--- config.mk ---
export PLATFORM = sky130hd
export DESIGN_NAME = spmc_ctrl
export DESIGN_NICKNAME = d
export VERILOG_FILES = /design/src/spmc_pkg.sv /design/src/spmc_ctrl.sv /design/src/spmc_irq.sv
export SDC_FILE = /design/constraint.sdc
export NUM_CORES = 1
export LEC_CHECK = 0
export BUFFER_PORTS_ARGS = -buffer_cell sky130_fd_sc_hd__buf_4
export CAP_MARGIN = 30
export CORE_UTILIZATION = 46
export CTS_BUF_LIST = sky130_fd_sc_hd__clkbuf_8
export DETAILED_ROUTE_END_ITERATION = 8
export PLACE_DENSITY = 0.88
export SYNTH_ARGS = -nofsm -noshare
export SYNTH_HDL_FRONTEND = slang
export SYNTH_HIERARCHICAL = 1
export SYNTH_SLANG_ARGS = --single-unit
--- constraint.sdc ---
create_clock -name core_clk_i -period 1.7 [get_ports core_clk_i]
set_input_delay 0.255 -clock core_clk_i [delete_from_list [all_inputs] [get_ports core_clk_i]]
set_output_delay 0.255 -clock core_clk_i [all_outputs]
set_load 0.01 [all_outputs]
--- src/spmc_pkg.sv ---
// Package for the serial pipe mode controller: register map, field
// layout, reset values, mode and state encodings, shared structs.
// Assumes a single 250 MHz core clock domain.
package spmc_pkg;

    // Register byte offsets on the plain register port
    localparam logic [7:0] SPMC_OFF_CTRL = 8'h00;
    localparam logic [7:0] SPMC_OFF_CMD = 8'h04;
    localparam logic [7:0] SPMC_OFF_STAT = 8'h08;
    localparam logic [7:0] SPMC_OFF_ISTAT = 8'h0C;
    localparam logic [7:0] SPMC_OFF_IMASK = 8'h10;

    // Control register field positions
    localparam int SPMC_CTRL_MODE_LSB = 0;
    localparam int SPMC_CTRL_ROLE_BIT = 2;
    // Command register: start strobe bit
    localparam int SPMC_CMD_START_BIT = 0;

    // Interrupt event bit positions
    localparam int SPMC_EV_OPEN = 0;
    localparam int SPMC_EV_CLOSE = 1;
    localparam int SPMC_EV_OVRD = 2;
    localparam int SPMC_EV_NUM = 3;

    // Profile enable setting
    typedef enum logic [1:0] {
        SPMC_MODE_DIS = 2'h0,
        SPMC_MODE_EN = 2'h1,
        SPMC_MODE_AUTO = 2'h2
    } spmc_mode_t;

    // Role: low is peripheral (advertise), high is central (scan)
    localparam logic SPMC_ROLE_PERIPH = 1'b0;

    // Pipe state, Gray coded along idle -> active -> data
    typedef enum logic [1:0] {
        SPMC_ST_IDLE = 2'h0,
        SPMC_ST_ACTIVE = 2'h1,
        SPMC_ST_DATA = 2'h3
    } spmc_state_t;

    // Settings written by software
    typedef struct packed {
        logic role;
        spmc_mode_t mode;
    } spmc_ctrl_t;

    // Factory default: autostart, peripheral role
    localparam spmc_ctrl_t SPMC_CTRL_RST = '{
        role: SPMC_ROLE_PERIPH, mode: SPMC_MODE_AUTO};

    // Gating of the host UART
    typedef struct packed {
        logic cmd_en;
        logic evt_en;
        logic data_mode;
    } spmc_uart_t;

endpackage

--- src/spmc_ctrl.sv ---
// Serial pipe mode controller: decides whether the host UART carries
// commands and events or is a transparent data pipe to a remote peer.
// Assumes pin inputs are resolved levels synchronous to core_clk_i,
// an undriven pin reading as the level of its pull.
`timescale 1ns/1ns

// Behaviour
// RL1 - Disabled and pin not low: pipe inactive, attributes hidden; the code only holds an idle pipe idle, an active pipe stays active.
// RL2 - Enabled: idle until start command, then advertise or scan.
// RL3 - Pin floating: events until data opens, then pull pin low.
// RL4 - Data mode ends on peer disconnect or unsubscribe; the code has no unsubscribe input and ends it on peer_drop_i only.
// RL5 - Autostart: start at boot and restart after each disconnect.
// RL6 - Pin held high: commands stay alive, never transparent data.
// RL7 - Autostart with pin high: events continue, auto starts still apply.
// RL8 - Pin driven low: pipe active regardless, starts at boot.
// RL9 - Pin low: all command and event traffic suppressed.
// RL10 - Role pin pulled to configured role; pin level decides role.
// RL11 - Pins sampled continuously so overrides act at once.
module spmc_ctrl
    import spmc_pkg::*;
#(
    parameter int ADDR_W = 8,
    parameter int DATA_W = 32
)
(
    // Clock, reset, enable
    input wire logic core_clk_i,
    input wire logic resetn_i,
    input wire logic ce_i,
    // Register port
    input wire logic [ADDR_W-1:0] reg_addr_i,
    input wire logic [DATA_W-1:0] reg_wdata_i,
    input wire logic reg_wr_i,
    input wire logic reg_rd_i,
    output logic [DATA_W-1:0] reg_rdata_o,
    // Pipe control pin, open drain, active low
    input wire logic pipe_pin_i,
    output logic pipe_pin_o,
    output logic pipe_pin_oe_o,
    // Role select pin, pulled toward the configured role
    input wire logic role_select_pin_i,
    output logic role_select_pin_o,
    output logic role_select_pin_oe_o,
    // Link events from the radio side
    input wire logic peer_open_i,
    input wire logic peer_drop_i,
    // Radio requests and UART gating
    output logic adv_o,
    output logic scan_o,
    output logic gatt_vis_o,
    output spmc_uart_t uart_o,
    // Interrupt
    output logic irq_o
);
    initial
    begin
        if (ADDR_W < 5 || ADDR_W > 8)
            $error("spmc_ctrl: ADDR_W must be 5 to 8");
        if (DATA_W < 8)
            $error("spmc_ctrl: DATA_W must be at least 8");
    end

    // Address match against a byte offset
    function automatic logic hit(input logic [ADDR_W-1:0] a,
                                 input logic [7:0] off);
        hit = (a == off[ADDR_W-1:0]);
    endfunction

    spmc_ctrl_t ctrl;
    spmc_state_t state;
    spmc_state_t next_state;
    logic booted;
    logic pin_low;
    logic ext_low;
    logic ext_low_q;
    logic role;
    logic start_cmd;
    logic auto_on;
    logic start_ok;
    logic ctrl_wr;
    logic clr_wr;
    logic mask_wr;
    logic ovrd;
    logic ovrd_q;
    logic [SPMC_EV_NUM-1:0] ev_set;
    logic [SPMC_EV_NUM-1:0] ist;
    logic [SPMC_EV_NUM-1:0] imask;
    logic [DATA_W-1:0] next_rdata;

    // Write decode
    assign ctrl_wr = reg_wr_i && hit(reg_addr_i, SPMC_OFF_CTRL);
    assign clr_wr = reg_wr_i && hit(reg_addr_i, SPMC_OFF_ISTAT);
    assign mask_wr = reg_wr_i && hit(reg_addr_i, SPMC_OFF_IMASK);
    assign start_cmd = reg_wr_i && hit(reg_addr_i, SPMC_OFF_CMD)
        && reg_wdata_i[SPMC_CMD_START_BIT];

    // Pin levels used directly, no filter, so overrides act at once
    assign pin_low = !pipe_pin_i; // RL11
    assign role = role_select_pin_i; // RL10 RL11

    // Pipe settings, the set-parameters command
    always_ff @(posedge core_clk_i or negedge resetn_i)
    begin
        if (!resetn_i)
            ctrl <= SPMC_CTRL_RST;
        else if (ce_i && ctrl_wr)
        begin
            ctrl.mode <= spmc_mode_t'(
                reg_wdata_i[SPMC_CTRL_MODE_LSB +: $bits(spmc_mode_t)]);
            ctrl.role <= reg_wdata_i[SPMC_CTRL_ROLE_BIT];
        end
    end

    // Boot marker: first enabled cycle after reset counts as boot
    always_ff @(posedge core_clk_i or negedge resetn_i)
    begin
        if (!resetn_i)
            booted <= 1'b0;
        else if (ce_i)
            booted <= 1'b1;
    end

    // Host drive on the pipe pin, seen only while our own pull is off.
    // In data mode the pull masks it, so the level held on entry stands;
    // a host letting go during data mode is seen once data mode ends.
    always_ff @(posedge core_clk_i or negedge resetn_i)
    begin
        if (!resetn_i)
            ext_low_q <= 1'b0;
        else if (ce_i && !pipe_pin_oe_o)
            ext_low_q <= pin_low;
    end
    // Own pull must not count as an override, else enabled would restart
    assign ext_low = pipe_pin_oe_o ? ext_low_q : pin_low; // RL8

    // Automatic operation: autostart setting or pin forced low
    assign auto_on = ctrl.mode == SPMC_MODE_AUTO || ext_low; // RL5 RL8
    // Start command only counts when the profile is enabled
    assign start_ok = start_cmd && ctrl.mode != SPMC_MODE_DIS; // RL2

    // Next state of the pipe
    always_comb
    begin
        next_state = state;
        unique case (state)
            SPMC_ST_IDLE:
            begin
                // Disabled with pin high never leaves idle
                if (start_ok || (auto_on && !booted) || ext_low)
                    next_state = SPMC_ST_ACTIVE; // RL1 RL2 RL5 RL8
            end
            SPMC_ST_ACTIVE:
            begin
                if (peer_open_i)
                    next_state = SPMC_ST_DATA; // RL3
            end
            SPMC_ST_DATA:
            begin
                // Restart after disconnect only when automatic
                if (peer_drop_i)
                    next_state = auto_on ? SPMC_ST_ACTIVE
                        : SPMC_ST_IDLE; // RL4 RL5 RL7
            end
            default:
                next_state = SPMC_ST_IDLE;
        endcase
    end

    // State register
    always_ff @(posedge core_clk_i or negedge resetn_i)
    begin
        if (!resetn_i)
            state <= SPMC_ST_IDLE;
        else if (ce_i)
            state <= next_state;
    end

    // Pull the pipe pin low while the data connection is open
    assign pipe_pin_o = 1'b0;
    assign pipe_pin_oe_o = state == SPMC_ST_DATA; // RL3

    // Pull the role pin to the configured role; a stronger drive wins
    assign role_select_pin_o = ctrl.role; // RL10
    assign role_select_pin_oe_o = 1'b1;

    // Radio requests follow the pin-defined role
    assign adv_o = state == SPMC_ST_ACTIVE
        && role == SPMC_ROLE_PERIPH; // RL2 RL10
    assign scan_o = state == SPMC_ST_ACTIVE
        && role != SPMC_ROLE_PERIPH; // RL2 RL10

    // Pipe attributes hidden whenever disabled with the pin not low, in any pipe state
    assign gatt_vis_o = ctrl.mode != SPMC_MODE_DIS || pin_low; // RL1

    // UART gating hangs on the pin, so a host holding it high keeps
    // commands even while data connection exists
    assign uart_o.cmd_en = !pin_low; // RL4 RL6 RL9
    assign uart_o.evt_en = !pin_low; // RL7 RL9
    assign uart_o.data_mode = pin_low
        && state == SPMC_ST_DATA; // RL3 RL6

    // Role override seen on the pin, for the override event
    assign ovrd = role != ctrl.role;
    always_ff @(posedge core_clk_i or negedge resetn_i)
    begin
        if (!resetn_i)
            ovrd_q <= 1'b0;
        else if (ce_i)
            ovrd_q <= ovrd;
    end

    // Events feeding sticky flags
    always_comb
    begin
        ev_set = '0;
        ev_set[SPMC_EV_OPEN] = state == SPMC_ST_ACTIVE
            && next_state == SPMC_ST_DATA;
        ev_set[SPMC_EV_CLOSE] = state == SPMC_ST_DATA
            && next_state != SPMC_ST_DATA;
        ev_set[SPMC_EV_OVRD] = ovrd && !ovrd_q;
    end

    spmc_irq #(
        .N(SPMC_EV_NUM)
    ) i_spmc_irq (
        .core_clk_i(core_clk_i),
        .resetn_i(resetn_i),
        .ce_i(ce_i),
        .set_i(ev_set),
        .clr_wr_i(clr_wr),
        .mask_wr_i(mask_wr),
        .wdata_i(reg_wdata_i[SPMC_EV_NUM-1:0]),
        .status_o(ist),
        .mask_o(imask),
        .irq_o(irq_o)
    );

    // Read mux; unmapped offsets read zero
    always_comb
    begin
        next_rdata = '0;
        if (hit(reg_addr_i, SPMC_OFF_CTRL))
            next_rdata = DATA_W'({ctrl.role, ctrl.mode});
        else if (hit(reg_addr_i, SPMC_OFF_STAT))
            next_rdata = DATA_W'({uart_o.data_mode, role, pin_low,
                                  state});
        else if (hit(reg_addr_i, SPMC_OFF_ISTAT))
            next_rdata = DATA_W'(ist);
        else if (hit(reg_addr_i, SPMC_OFF_IMASK))
            next_rdata = DATA_W'(imask);
    end

    // Read data stands only in the cycle after the strobe
    always_ff @(posedge core_clk_i or negedge resetn_i)
    begin
        if (!resetn_i)
            reg_rdata_o <= '0;
        else if (ce_i)
            reg_rdata_o <= reg_rd_i ? next_rdata : '0;
    end

    // Checks
    AST_DIS_IDLE: assert property (@(posedge core_clk_i) // RL1
        disable iff (!resetn_i)
        ctrl.mode == SPMC_MODE_DIS && !pin_low && booted
        && state == SPMC_ST_IDLE |=> state == SPMC_ST_IDLE)
        else $error("disabled pipe left idle");

    AST_DIS_HIDE: assert property (@(posedge core_clk_i) // RL1
        disable iff (!resetn_i)
        state == SPMC_ST_IDLE && ctrl.mode == SPMC_MODE_DIS
        && !pin_low |-> !gatt_vis_o && !adv_o && !scan_o)
        else $error("disabled pipe visible or active");

    AST_EN_START: assert property (@(posedge core_clk_i) // RL2
        disable iff (!resetn_i)
        ce_i && state == SPMC_ST_IDLE && ctrl.mode == SPMC_MODE_EN
        && start_cmd |=> state == SPMC_ST_ACTIVE && (adv_o || scan_o))
        else $error("start command did not start pipe");

    AST_EN_WAIT: assert property (@(posedge core_clk_i) // RL2
        disable iff (!resetn_i)
        booted && state == SPMC_ST_IDLE && ctrl.mode == SPMC_MODE_EN
        && !start_cmd && !pin_low |=> state == SPMC_ST_IDLE)
        else $error("enabled pipe started without command");

    AST_OPEN_PULL: assert property (@(posedge core_clk_i) // RL3
        disable iff (!resetn_i)
        ce_i && state == SPMC_ST_ACTIVE && peer_open_i
        |=> pipe_pin_oe_o && !pipe_pin_o)
        else $error("pipe pin not pulled low on open");

    AST_DROP: assert property (@(posedge core_clk_i) // RL4
        disable iff (!resetn_i)
        ce_i && state == SPMC_ST_DATA && peer_drop_i
        |=> !pipe_pin_oe_o && !uart_o.data_mode)
        else $error("data mode kept after drop");

    AST_AUTO_RESTART: assert property (@(posedge core_clk_i) // RL5
        disable iff (!resetn_i)
        ce_i && state == SPMC_ST_DATA && peer_drop_i
        && ctrl.mode == SPMC_MODE_AUTO |=> state == SPMC_ST_ACTIVE)
        else $error("autostart did not restart");

    AST_EN_DROP: assert property (@(posedge core_clk_i) // RL4
        disable iff (!resetn_i)
        ce_i && state == SPMC_ST_DATA && peer_drop_i
        && ctrl.mode == SPMC_MODE_EN && !ext_low_q
        |=> state == SPMC_ST_IDLE)
        else $error("enabled pipe restarted after drop");

    AST_BOOT_START: assert property (@(posedge core_clk_i) // RL8
        disable iff (!resetn_i)
        ce_i && !booted && (ctrl.mode == SPMC_MODE_AUTO || pin_low)
        |=> state == SPMC_ST_ACTIVE)
        else $error("no automatic start at boot");

    AST_PIN_HIGH: assert property (@(posedge core_clk_i) // RL6
        disable iff (!resetn_i)
        pipe_pin_i |-> uart_o.cmd_en && uart_o.evt_en
        && !uart_o.data_mode)
        else $error("commands lost with pin high");

    AST_PIN_LOW: assert property (@(posedge core_clk_i) // RL9
        disable iff (!resetn_i)
        !pipe_pin_i |-> !uart_o.cmd_en && !uart_o.evt_en)
        else $error("traffic not suppressed with pin low");

    AST_ROLE: assert property (@(posedge core_clk_i) // RL10
        disable iff (!resetn_i)
        state == SPMC_ST_ACTIVE |-> scan_o == role_select_pin_i
        && adv_o == !role_select_pin_i
        && role_select_pin_o == ctrl.role)
        else $error("role does not follow pin");

    CVR_DATA: cover property (@(posedge core_clk_i)
        disable iff (!resetn_i)
        state == SPMC_ST_ACTIVE ##1 state == SPMC_ST_DATA);

    CVR_RESTART: cover property (@(posedge core_clk_i)
        disable iff (!resetn_i)
        state == SPMC_ST_DATA ##1 state == SPMC_ST_ACTIVE);

    CVR_OVERRIDE: cover property (@(posedge core_clk_i)
        disable iff (!resetn_i)
        ctrl.mode == SPMC_MODE_DIS && pin_low
        && state == SPMC_ST_ACTIVE);

endmodule // spmc_ctrl

--- src/spmc_irq.sv ---
// Sticky event flags with write-one-to-clear, mask and level interrupt.
// Assumes event pulses and register writes on the same clock.
`timescale 1ns/1ns
module spmc_irq
    import spmc_pkg::*;
#(
    parameter int N = SPMC_EV_NUM
)
(
    // Clock, reset, enable
    input wire logic core_clk_i,
    input wire logic resetn_i,
    input wire logic ce_i,
    // Events and software access
    input wire logic [N-1:0] set_i,
    input wire logic clr_wr_i,
    input wire logic mask_wr_i,
    input wire logic [N-1:0] wdata_i,
    // State and interrupt
    output logic [N-1:0] status_o,
    output logic [N-1:0] mask_o,
    output logic irq_o
);
    initial
    begin
        if (N < 1)
            $error("spmc_irq: N must be at least one");
    end

    // Set wins over a clear in the same cycle, so no event is lost
    always_ff @(posedge core_clk_i or negedge resetn_i)
    begin
        if (!resetn_i)
            status_o <= '0;
        else if (ce_i)
            status_o <= (status_o & ~(clr_wr_i ? wdata_i : '0)) | set_i;
    end

    // Mask register, one bit enables one event
    always_ff @(posedge core_clk_i or negedge resetn_i)
    begin
        if (!resetn_i)
            mask_o <= '0;
        else if (ce_i && mask_wr_i)
            mask_o <= wdata_i;
    end

    assign irq_o = |(status_o & mask_o);

    AST_IRQ_STICKY: assert property (@(posedge core_clk_i)
        disable iff (!resetn_i)
        ce_i && |set_i |=> (status_o & $past(set_i)) == $past(set_i))
        else $error("event flag not set");

endmodule // spmc_irq

==> impl_metrics.json, run 1 <==
{
  "outcome": "completed",
  "finalCritPeriodShare_pct": 95.2,
  "vias": 1045,
  "cts_max_level": 1,
  "async_flop_share_pct": 100,
  "placedInstanceArea_um2": 1480,
  "num_io_pins": 92,
  "hold_class": "in2reg",
  "syn_area_um2": 1330,
  "period_needed_ns": 1.62,
  "fin_skew_ns": 0.00226,
  "root_buffer": "clkbuf_8",
  "cts_tree": "built",
  "crit_type": "reg2out",
  "remaining_drc_errors": 0,
  "gr-total-overflow": 0,
  "synth.most_common_cell": "buf_4",
  "crit_path_end_kind": "output pin",
  "synth_seq_cells": 19,
  "clk_pin_slew_worst_paths_ns": 0.07,
  "die_y_um": 55.8,
  "worstSetupStartpointType": "flop",
  "grt_first_pass_wirelength_mm": 4.53,
  "synthCells": 138,
  "place_congestion": 0.784,
  "grt_max_degree": 27,
  "nets": 220,
  "max_cap_viol_count": 0,
  "grt_usage_pct": 18.8,
  "yosys-top-cells-area": "dfrtp_1 34%, buf_4 17%, inv_1 2.8%, o32ai_1 2.6%, mux2_1 2.5%",
  "worstPathArrival_ns": 1.36,
  "ir_drop_mv": 0.648,
  "drive_gt1_share_pct": 31.8,
  "post-dp-hpwl_mm": 2.03,
  "power_density_nw_per_um2": 802,
  "drt_iter0_markers": 23,
  "fin_setup_tns_ns": 0,
  "antenna_found_initial": 0,
  "start_util_pct": 48.3,
  "grt_pass1_vias": 948,
  "area_growth_pct": 15.4,
  "critPathRequiredTime_ns": 1.44,
  "firstDrtPassIters": 4,
  "whs_ns": 0.214,
  "stdcell_area_um2": 1540,
  "synth_top_cell_by_area": "dfrtp_1",
  "port_buffers": 33,
  "avgSynthCellArea_um2": 9.65,
  "multi_input_area_um2": 657,
  "routed_via_density": 5.20,
  "num_antenna_cells": 0,
  "cp_slowest_cell": "dfrtp_1",
  "path_cells": "nand2_1 -> or2_2 -> inv_1 -> buf_4",
  "fmax_mhz": 618,
  "seqCellArea_um2": 477,
  "core_um2": 2760,
  "max_stage_delay_ns": 0.48,
  "p_leak_nw": 0.783,
  "die-area_um2": 3110,
  "final_util_pct": 55.7,
  "row_count": 19,
  "rsz0062_at_grt": "no",
  "numClockSinks": 19,
  "critPathMaxFanout": 8,
  "wl_per_cell_um": 13.4,
  "antenna_left": 0,
  "finalSetupViolCount": 0,
  "synth_edf_count": 0,
  "final_max_slew_viol_count": 0,
  "yosysUniqueCellTypes": 42,
  "synth_commonest_cells": "31 x buf_4, 18 x dfrtp_1, 10 x inv_1, 6 x nand3_1, 6 x nor2_1",
  "seq_area_frac_synth_pct": 35.8,
  "cts_setup_buffers": 0,
  "routed_wl_mm": 2.70,
  "die_w_um": 55.8,
  "clk_latency_ns": 0.26,
  "synth_top_area_share_pct": 33.8,
  "fill_cells": 257,
  "hold_viol": 0,
  "yosys_most_used_dff": "dfrtp_1",
  "power_mw": 1.23,
  "yosys_warnings": 6,
  "clockBufferDepth": 2,
  "cts_made_buffers": 3
}
[stage by stage]
step / std cells / setup WS (ns)
6_report: 201 / 0.0815
5_1_grt: 201 / 0.00299
4_1_cts: 201 / 0.0822
3_5_place_dp: 196 / 0.133
3_3_place_gp: 196 / 0.125
2_1_floorplan: 165 / 0.246
[placed cells by master (no fill, tap or decap), types with 2 or more instances in the layout]
cell / n
nor2_1: 6
o41ai_1: 3
or2_2: 2
clkbuf_8: 3
nand3_1: 6
o31ai_1: 2
nor3b_1: 3
conb_1: 29
a22o_2: 3
nand2b_1: 5
o32ai_1: 4
and4b_1: 3
buf_4: 36
nand2_1: 3
dfrtp_1: 18
inv_1: 10
mux2_2: 3
a21oi_1: 2
mux2_1: 3
nor3_1: 3
a211oi_1: 3
[cells by family (layout without fill, tap and decap cells)]
family / after synthesis / count (layout) / share of synthesized area (%)
and+or+nand+nor: 41 / 41 / 21.4
other: 2 / 29 / 0.564
AOI/OAI and AO/OA: 23 / 23 / 14.0
DFF: 19 / 19 / 35.8
xor gates and xnor gates: 1 / 1 / 0.658
buffers and inverters: 46 / 51 / 22.5
muxes: 6 / 6 / 5.07
[per-layer routing]
layer | track usage, % | vias up | part of all wire, %
li1 | - | 497 | -
met1 | 26.1 | 505 | 45
met2 | 28.2 | 38 | 48
met3 | 3.26 | 5 | 5.3
met4 | 9.29 | 0 | 1.7
met5 | 0 | - | 0
[sequential cells by signal (all words and copies together), names as in the netlist]
name                 flops
booted                   1
i_spmc_irq/status_o      3
i_spmc_irq/mask_o        3
ctrl                     2
reg_rdata_o              5
ext_low_q                1
state                    2
ovrd_q                   1
role_select_pin_o        1
[power breakdown]
group | total, mW | switching (mW) | internal [mW]
clock network | 0.327 | 0.164 | 0.164
logic | 0.344 | 0.181 | 0.163
registers | 0.562 | 0.0622 | 0.500
[area by class of cell]
cell class / count / share of cell area (%)
Inverter: 10 / 2.44
Clock inverter: 1 / 0.326
Timing Repair Buffer: 37 / 18.2
Tap cell: 31 / 2.52
Clock buffer: 3 / 2.69
Multi-Input combinational cell: 100 / 42.8
Sequential cell: 19 / 31.0
[what timing repair did]
action,in CTS,in global routing
hold endpoints to repair,18,0
hold buffers,1,0
resized for setup,0,0
[worst paths after layout]
path | start | to | slack (ns) | cells after the start
min in group asynchronous | resetn_i | state[0] | 0.40 | 2
max in group asynchronous | resetn_i | ctrl[1] | 1.04 | 2
setup reg to reg | state[1] | reg_rdata_o[4] | 0.45 | 3
hold / removal | reg_wdata_i[2] | i_spmc_irq/mask_o[2] | 0.21 | 2
setup / recovery | state[1] | uart_o[0] | 0.08 | 4
hold reg to reg | booted | booted | 0.50 | 1
[critical path: cells and delay by family, from the launching register on]
kind / cells / cell delay (ns)
flops: 1 / 0.48
buf+inv: 2 / 0.17
simple gates: 2 / 0.45
Power figures use the tool's default switching activity.
==> run 2, diff against run 1 <==
--- a/config.mk
+++ b/config.mk
@@ -7,6 +7,7 @@
 export LEC_CHECK = 0
 export BUFFER_PORTS_ARGS = -buffer_cell sky130_fd_sc_hd__buf_4
 export CAP_MARGIN = 30
+export CORE_ASPECT_RATIO = 1.1
 export CORE_UTILIZATION = 46
 export CTS_BUF_LIST = sky130_fd_sc_hd__clkbuf_8
 export DETAILED_ROUTE_END_ITERATION = 8
==> run 2 against run 1 <==
Effect of this change:
- final area shrank 0.33%
- global-route usage shrank 0.31 points
- sequential share of layout area grew 0.10 points
- clock skew grew 0.0020 ns
- first-iteration DRC count grew 30%
- combinational power is essentially flat
- critical path type unchanged
- critical endpoint unchanged
- largest cell class unchanged
==> impl_metrics.json, run 2 (same netlist as run 1, synthesis figures left out) <==
{
  "outcome": "completed",
  "worstPathArrival_ns": 1.32,
  "cts_setup_buffers": 0,
  "ff2ff_path_depth": 3,
  "cts_tree": "built",
  "remaining_drc_errors": 0,
  "seqCellArea_um2": 477,
  "cts_hold_buf": 1,
  "finalSetupViolCount": 0,
  "rsz0062_at_grt": "no",
  "num_antenna_cells": 0,
  "final_max_slew_viol_count": 0,
  "instances_no_fill": 202,
  "fin_setup_tns_ns": 0,
  "cp_slowest_cell": "dfrtp_1",
  "fin_skew_ns": 0.00421,
  "nets": 219,
  "crit_start": "state[1]",
  "switchingPower_mw": 0.388,
  "die_y_um": 58.4,
  "power_density_nw_per_um2": 792,
  "p_leak_nw": 0.778,
  "crit_cells": 4,
  "row_count": 20,
  "period_needed_ns": 1.57,
  "worstSetupStartpointType": "flop",
  "gr-total-overflow": 0,
  "hold_class": "in2reg",
  "drt-met1-wl_mm": 1.10,
  "worstReg2RegStart": "state[1]",
  "largest_reg_flops": 5,
  "clk_latency_ns": 0.26,
  "top_register": "reg_rdata_o",
  "place_congestion": 0.868,
  "numPlacedInstances": 197,
  "grt_pass1_vias": 916,
  "drive_gt1_share_pct": 31.4,
  "min_path_cells": 2,
  "area_growth_pct": 15.0,
  "fmax_mhz": 636,
  "max_stage_delay_ns": 0.46,
  "routed_wl_mm": 2.68,
  "place_ws_ns": 0.113,
  "routed_via_density": 5.27,
  "cts_made_buffers": 3,
  "wl_per_cell_um": 13.2,
  "seqPwrFrac_pct": 45.9,
  "netSwitchingFraction_pct": 32.0,
  "root_buffer": "clkbuf_8",
  "cp-endpoint": "uart_o[0]",
  "clk_pin_slew_worst_paths_ns": 0.07,
  "placedInstanceArea_um2": 1480,
  "final_common_cell": "buf_4",
  "wl_met2_mm": 1.35,
  "power_mw": 1.21,
  "critical_path.top_delay_family": "flip-flops",
  "stdcell_area_um2": 1530,
  "antenna_left": 0,
  "most-common-layout-cells": "35 x buf_4, 29 x conb_1, 18 x dfrtp_1",
  "grt_first_pass_wirelength_mm": 4.15,
  "crit_path_end_kind": "output pin",
  "antenna_found_initial": 0,
  "clockBufferDepth": 2,
  "multi_input_area_um2": 657,
  "critPathRequiredTime_ns": 1.44,
  "post-dp-hpwl_mm": 2.04,
  "ir_drop_mv": 0.387,
  "port_buffers": 33,
  "hold_viol": 0,
  "vias": 1064,
  "wl_met3_um": 174,
  "core_um2": 2750,
  "finalCritPeriodShare_pct": 92.6,
  "combPwrFrac_pct": 28.2,
  "num_io_pins": 92,
  "fill_cells": 264,
  "die_w_um": 53.3,
  "firstDrtPassIters": 4,
  "numClockSinks": 19,
  "grt_max_degree": 27,
  "topRoutingLayerUsed": "met4",
  "crit_type": "reg2out",
  "final_util_pct": 55.6,
  "ctsResizeCount": 0,
  "max_cap_viol_count": 0,
  "drt_iter0_markers": 30,
  "whs_ns": 0.235,
  "die-area_um2": 3110,
  "start_util_pct": 48.4,
  "r2r_slack_ns": 0.49,
  "grt_usage_pct": 18.5,
  "critPathMaxFanout": 8,
  "pwr-share-clk_pct": 25.9,
  "cts_max_level": 1,
  "path_cells": "nand2_1 -> or2_2 -> inv_1 -> buf_4",
  "setup_ws_ns": 0.127,
  "reg_top3": "reg_rdata_o: 5 flops, i_spmc_irq/mask_o: 3 flops, i_spmc_irq/status_o: 3 flops",
  "p_int_mw": 0.825,
  "r2r-end": "reg_rdata_o[1]",
  "crit_buf_inv": 2
}
run 2: cell count changes in the layout (fill, tap and decap cells not counted):
cell	delta
buf_4	-1
run 2: layer usage:
metal,up-vias,global-route usage [%]
li1,495,-
met1,510,23.2
met2,52,29.5
met3,7,3.62
met4,0,9.77
met5,-,0
run 2: worst min-delay path by stage:
stage	slack (ns)	from	end
detailed placement	0.14	resetn_i	reg_rdata_o[1]
floorplan	-0.04	resetn_i	booted
global route	0.24	pipe_pin_i	ext_low_q
finish	0.24	pipe_pin_i	ext_low_q
CTS	0.23	pipe_pin_i	ext_low_q
global placement	0.14	resetn_i	reg_rdata_o[1]
run 2: worst reg2reg max path: cells and delay by family (launching register included):
family	cells	cell delay [ns]
flops	1	0.46
compound gates	2	0.38
simple gates	1	0.27
run 2: layout make-up:
type	instances	area share, %
inverters	10	2.45
well taps	33	2.70
multi-input cells	100	42.9
flip-flops and latches	19	31.1
clock buffers	3	2.70
repair buffers	36	17.8
clock inverters	1	0.327
run 2: power by group through the flow:
stage | Sequential [mW] | Clock, mW | Combinational [mW]
after global placement | 0.565 | 0 | 0.333
after CTS | 0.556 | 0.323 | 0.343
final | 0.557 | 0.315 | 0.341
after global routing | 0.564 | 0.348 | 0.383
after detailed placement | 0.564 | 0 | 0.339
after floorplan | 0.545 | 0 | 0.263
==> run 3, diff against run 2 <==
--- a/config.mk
+++ b/config.mk
@@ -8,10 +8,10 @@
 export BUFFER_PORTS_ARGS = -buffer_cell sky130_fd_sc_hd__buf_4
 export CAP_MARGIN = 30
 export CORE_ASPECT_RATIO = 1.1
-export CORE_UTILIZATION = 46
+export CORE_UTILIZATION = 45
 export CTS_BUF_LIST = sky130_fd_sc_hd__clkbuf_8
 export DETAILED_ROUTE_END_ITERATION = 8
-export PLACE_DENSITY = 0.88
+export PLACE_DENSITY = 0.86
 export SYNTH_ARGS = -nofsm -noshare
 export SYNTH_HDL_FRONTEND = slang
 export SYNTH_HIERARCHICAL = 1
==> run 3 against run 2 <==
Effect of this change:
- register-to-register slack got worse by 0.02 ns
- count of clock-buffer cells in the layout did not move
- die area rose by 2.1%
- critical path type unchanged
- largest cell class unchanged
==> impl_metrics.json, run 3 (same netlist as run 1, synthesis figures left out) <==
{
  "core_um2": 2780,
  "final_max_slew_viol_count": 0,
  "crit_path_end_kind": "output pin",
  "wl_per_cell_um": 13.5,
  "worstSetupStartpointType": "flop",
  "period_needed_ns": 1.61,
  "grt_usage_pct": 18.8,
  "crit_type": "reg2out",
  "most-common-layout-cells": "36 x buf_4, 29 x conb_1, 18 x dfrtp_1",
  "remaining_drc_errors": 0,
  "fill_cells": 254,
  "critPathMaxFanout": 8,
  "reg_top3": "reg_rdata_o: 5 flops, i_spmc_irq/mask_o: 3 flops, i_spmc_irq/status_o: 3 flops",
  "top_register": "reg_rdata_o",
  "final_util_pct": 55.4,
  "p_leak_nw": 0.783,
  "clk_pin_slew_worst_paths_ns": 0.07,
  "ctsResizeCount": 0,
  "nets": 220,
  "firstDrtPassIters": 4,
  "cts_max_level": 1,
  "die_y_um": 59.0,
  "final_common_cell": "buf_4",
  "vias": 1035,
  "grt_pass1_vias": 943,
  "ff2ff_path_depth": 3,
  "antenna_found_initial": 0,
  "routed_wl_mm": 2.75,
  "outcome": "completed",
  "num_antenna_cells": 0,
  "finalSetupViolCount": 0,
  "numClockSinks": 19,
  "fin_skew_ns": 0.00315,
  "num_io_pins": 92,
  "critPathRequiredTime_ns": 1.44,
  "clockBufferDepth": 2,
  "die_w_um": 53.9,
  "drive_gt1_share_pct": 31.2,
  "hold_viol": 0,
  "row_count": 20,
  "place_congestion": 0.797,
  "multi_input_area_um2": 657,
  "seqCellArea_um2": 477,
  "antenna_left": 0,
  "gr-total-overflow": 0,
  "crit_start": "state[1]",
  "fmax_mhz": 621,
  "root_buffer": "clkbuf_8",
  "grt_first_pass_wirelength_mm": 4.29,
  "start_util_pct": 47.9,
  "r2r_slack_ns": 0.47,
  "die-area_um2": 3180,
  "routed_via_density": 5.10,
  "post-dp-hpwl_mm": 2.08,
  "port_buffers": 33,
  "max_cap_viol_count": 0,
  "area_growth_pct": 15.5,
  "largest_reg_flops": 5,
  "drt_iter0_markers": 40,
  "worstReg2RegStart": "state[1]",
  "power_density_nw_per_um2": 797,
  "grt_max_degree": 27,
  "worstPathArrival_ns": 1.36,
  "rsz0062_at_grt": "no",
  "ir_drop_mv": 0.746,
  "cts_tree": "built",
  "cp-endpoint": "uart_o[0]",
  "clk_latency_ns": 0.26,
  "hold_class": "in2reg",
  "fin_setup_tns_ns": 0,
  "r2r-end": "reg_rdata_o[4]",
  "cts_made_buffers": 3,
  "finalCritPeriodShare_pct": 94.7
}
run 3: stage by stage:
step / power, mW / setup WS (ns) / instances / hold slack, ns / instance area, µm²
3_3_place_gp: 0.891 / 0.167 / 198 / 0.137 / 1480
5_1_grt: 1.28 / 0.0339 / 203 / 0.227 / 1540
4_1_cts: 1.22 / 0.0929 / 203 / 0.218 / 1540
6_report: 1.23 / 0.0895 / 203 / 0.221 / 1540
3_5_place_dp: 0.906 / 0.125 / 198 / 0.141 / 1480
2_1_floorplan: 0.808 / 0.246 / 165 / -0.0406 / 1430
run 3: per-layer routing:
metal | share of wire, % | global-route usage (%) | wire, µm | vias up
li1 | - | - | - | 494
met1 | 43 | 25.0 | 1190 | 486
met2 | 48 | 29.6 | 1330 | 52
met3 | 7.2 | 3.85 | 199 | 3
met4 | 1.4 | 7.14 | 39 | 0
met5 | 0 | 0 | 0 | -
run 3: worst min-delay path by stage:
stage	start	cells past startpoint	endpoint	slack (ns)
2_1_floorplan	resetn_i	0	booted	-0.04
3_3_place_gp	resetn_i	1	reg_rdata_o[3]	0.14
3_5_place_dp	resetn_i	1	reg_rdata_o[4]	0.14
4_1_cts	pipe_pin_i	2	ext_low_q	0.22
5_1_grt	pipe_pin_i	2	ext_low_q	0.23
6_report	pipe_pin_i	2	ext_low_q	0.22
run 3: worst max-delay path, cell delays in order (launching register included):
cell	delay (ns)
dfrtp_1	0.48
nand2_1	0.15
or2_2	0.30
inv_1	0.06
buf_4	0.11
run 3: what timing repair did:
item,4_1_cts,5_1_grt
hold endpoints to repair,18,0
hold buffers,1,0
buffers inserted,0,0
run 3: final cells by class:
type | count | share of cell area, %
Clock buffer | 3 | 2.69
Clock inverter | 1 | 0.244
Inverter | 10 | 2.44
Multi-Input combinational cell | 100 | 42.7
Sequential cell | 19 | 31.0
Tap cell | 33 | 2.69
Timing Repair Buffer | 37 | 18.2
run 3: power breakdown:
| group | switching (mW) | internal, mW |
|---|---|---|
| Sequential | 0.0600 | 0.500 |
| Combinational | 0.182 | 0.162 |
| Clock | 0.160 | 0.161 |
| Total | 0.402 | 0.823 |
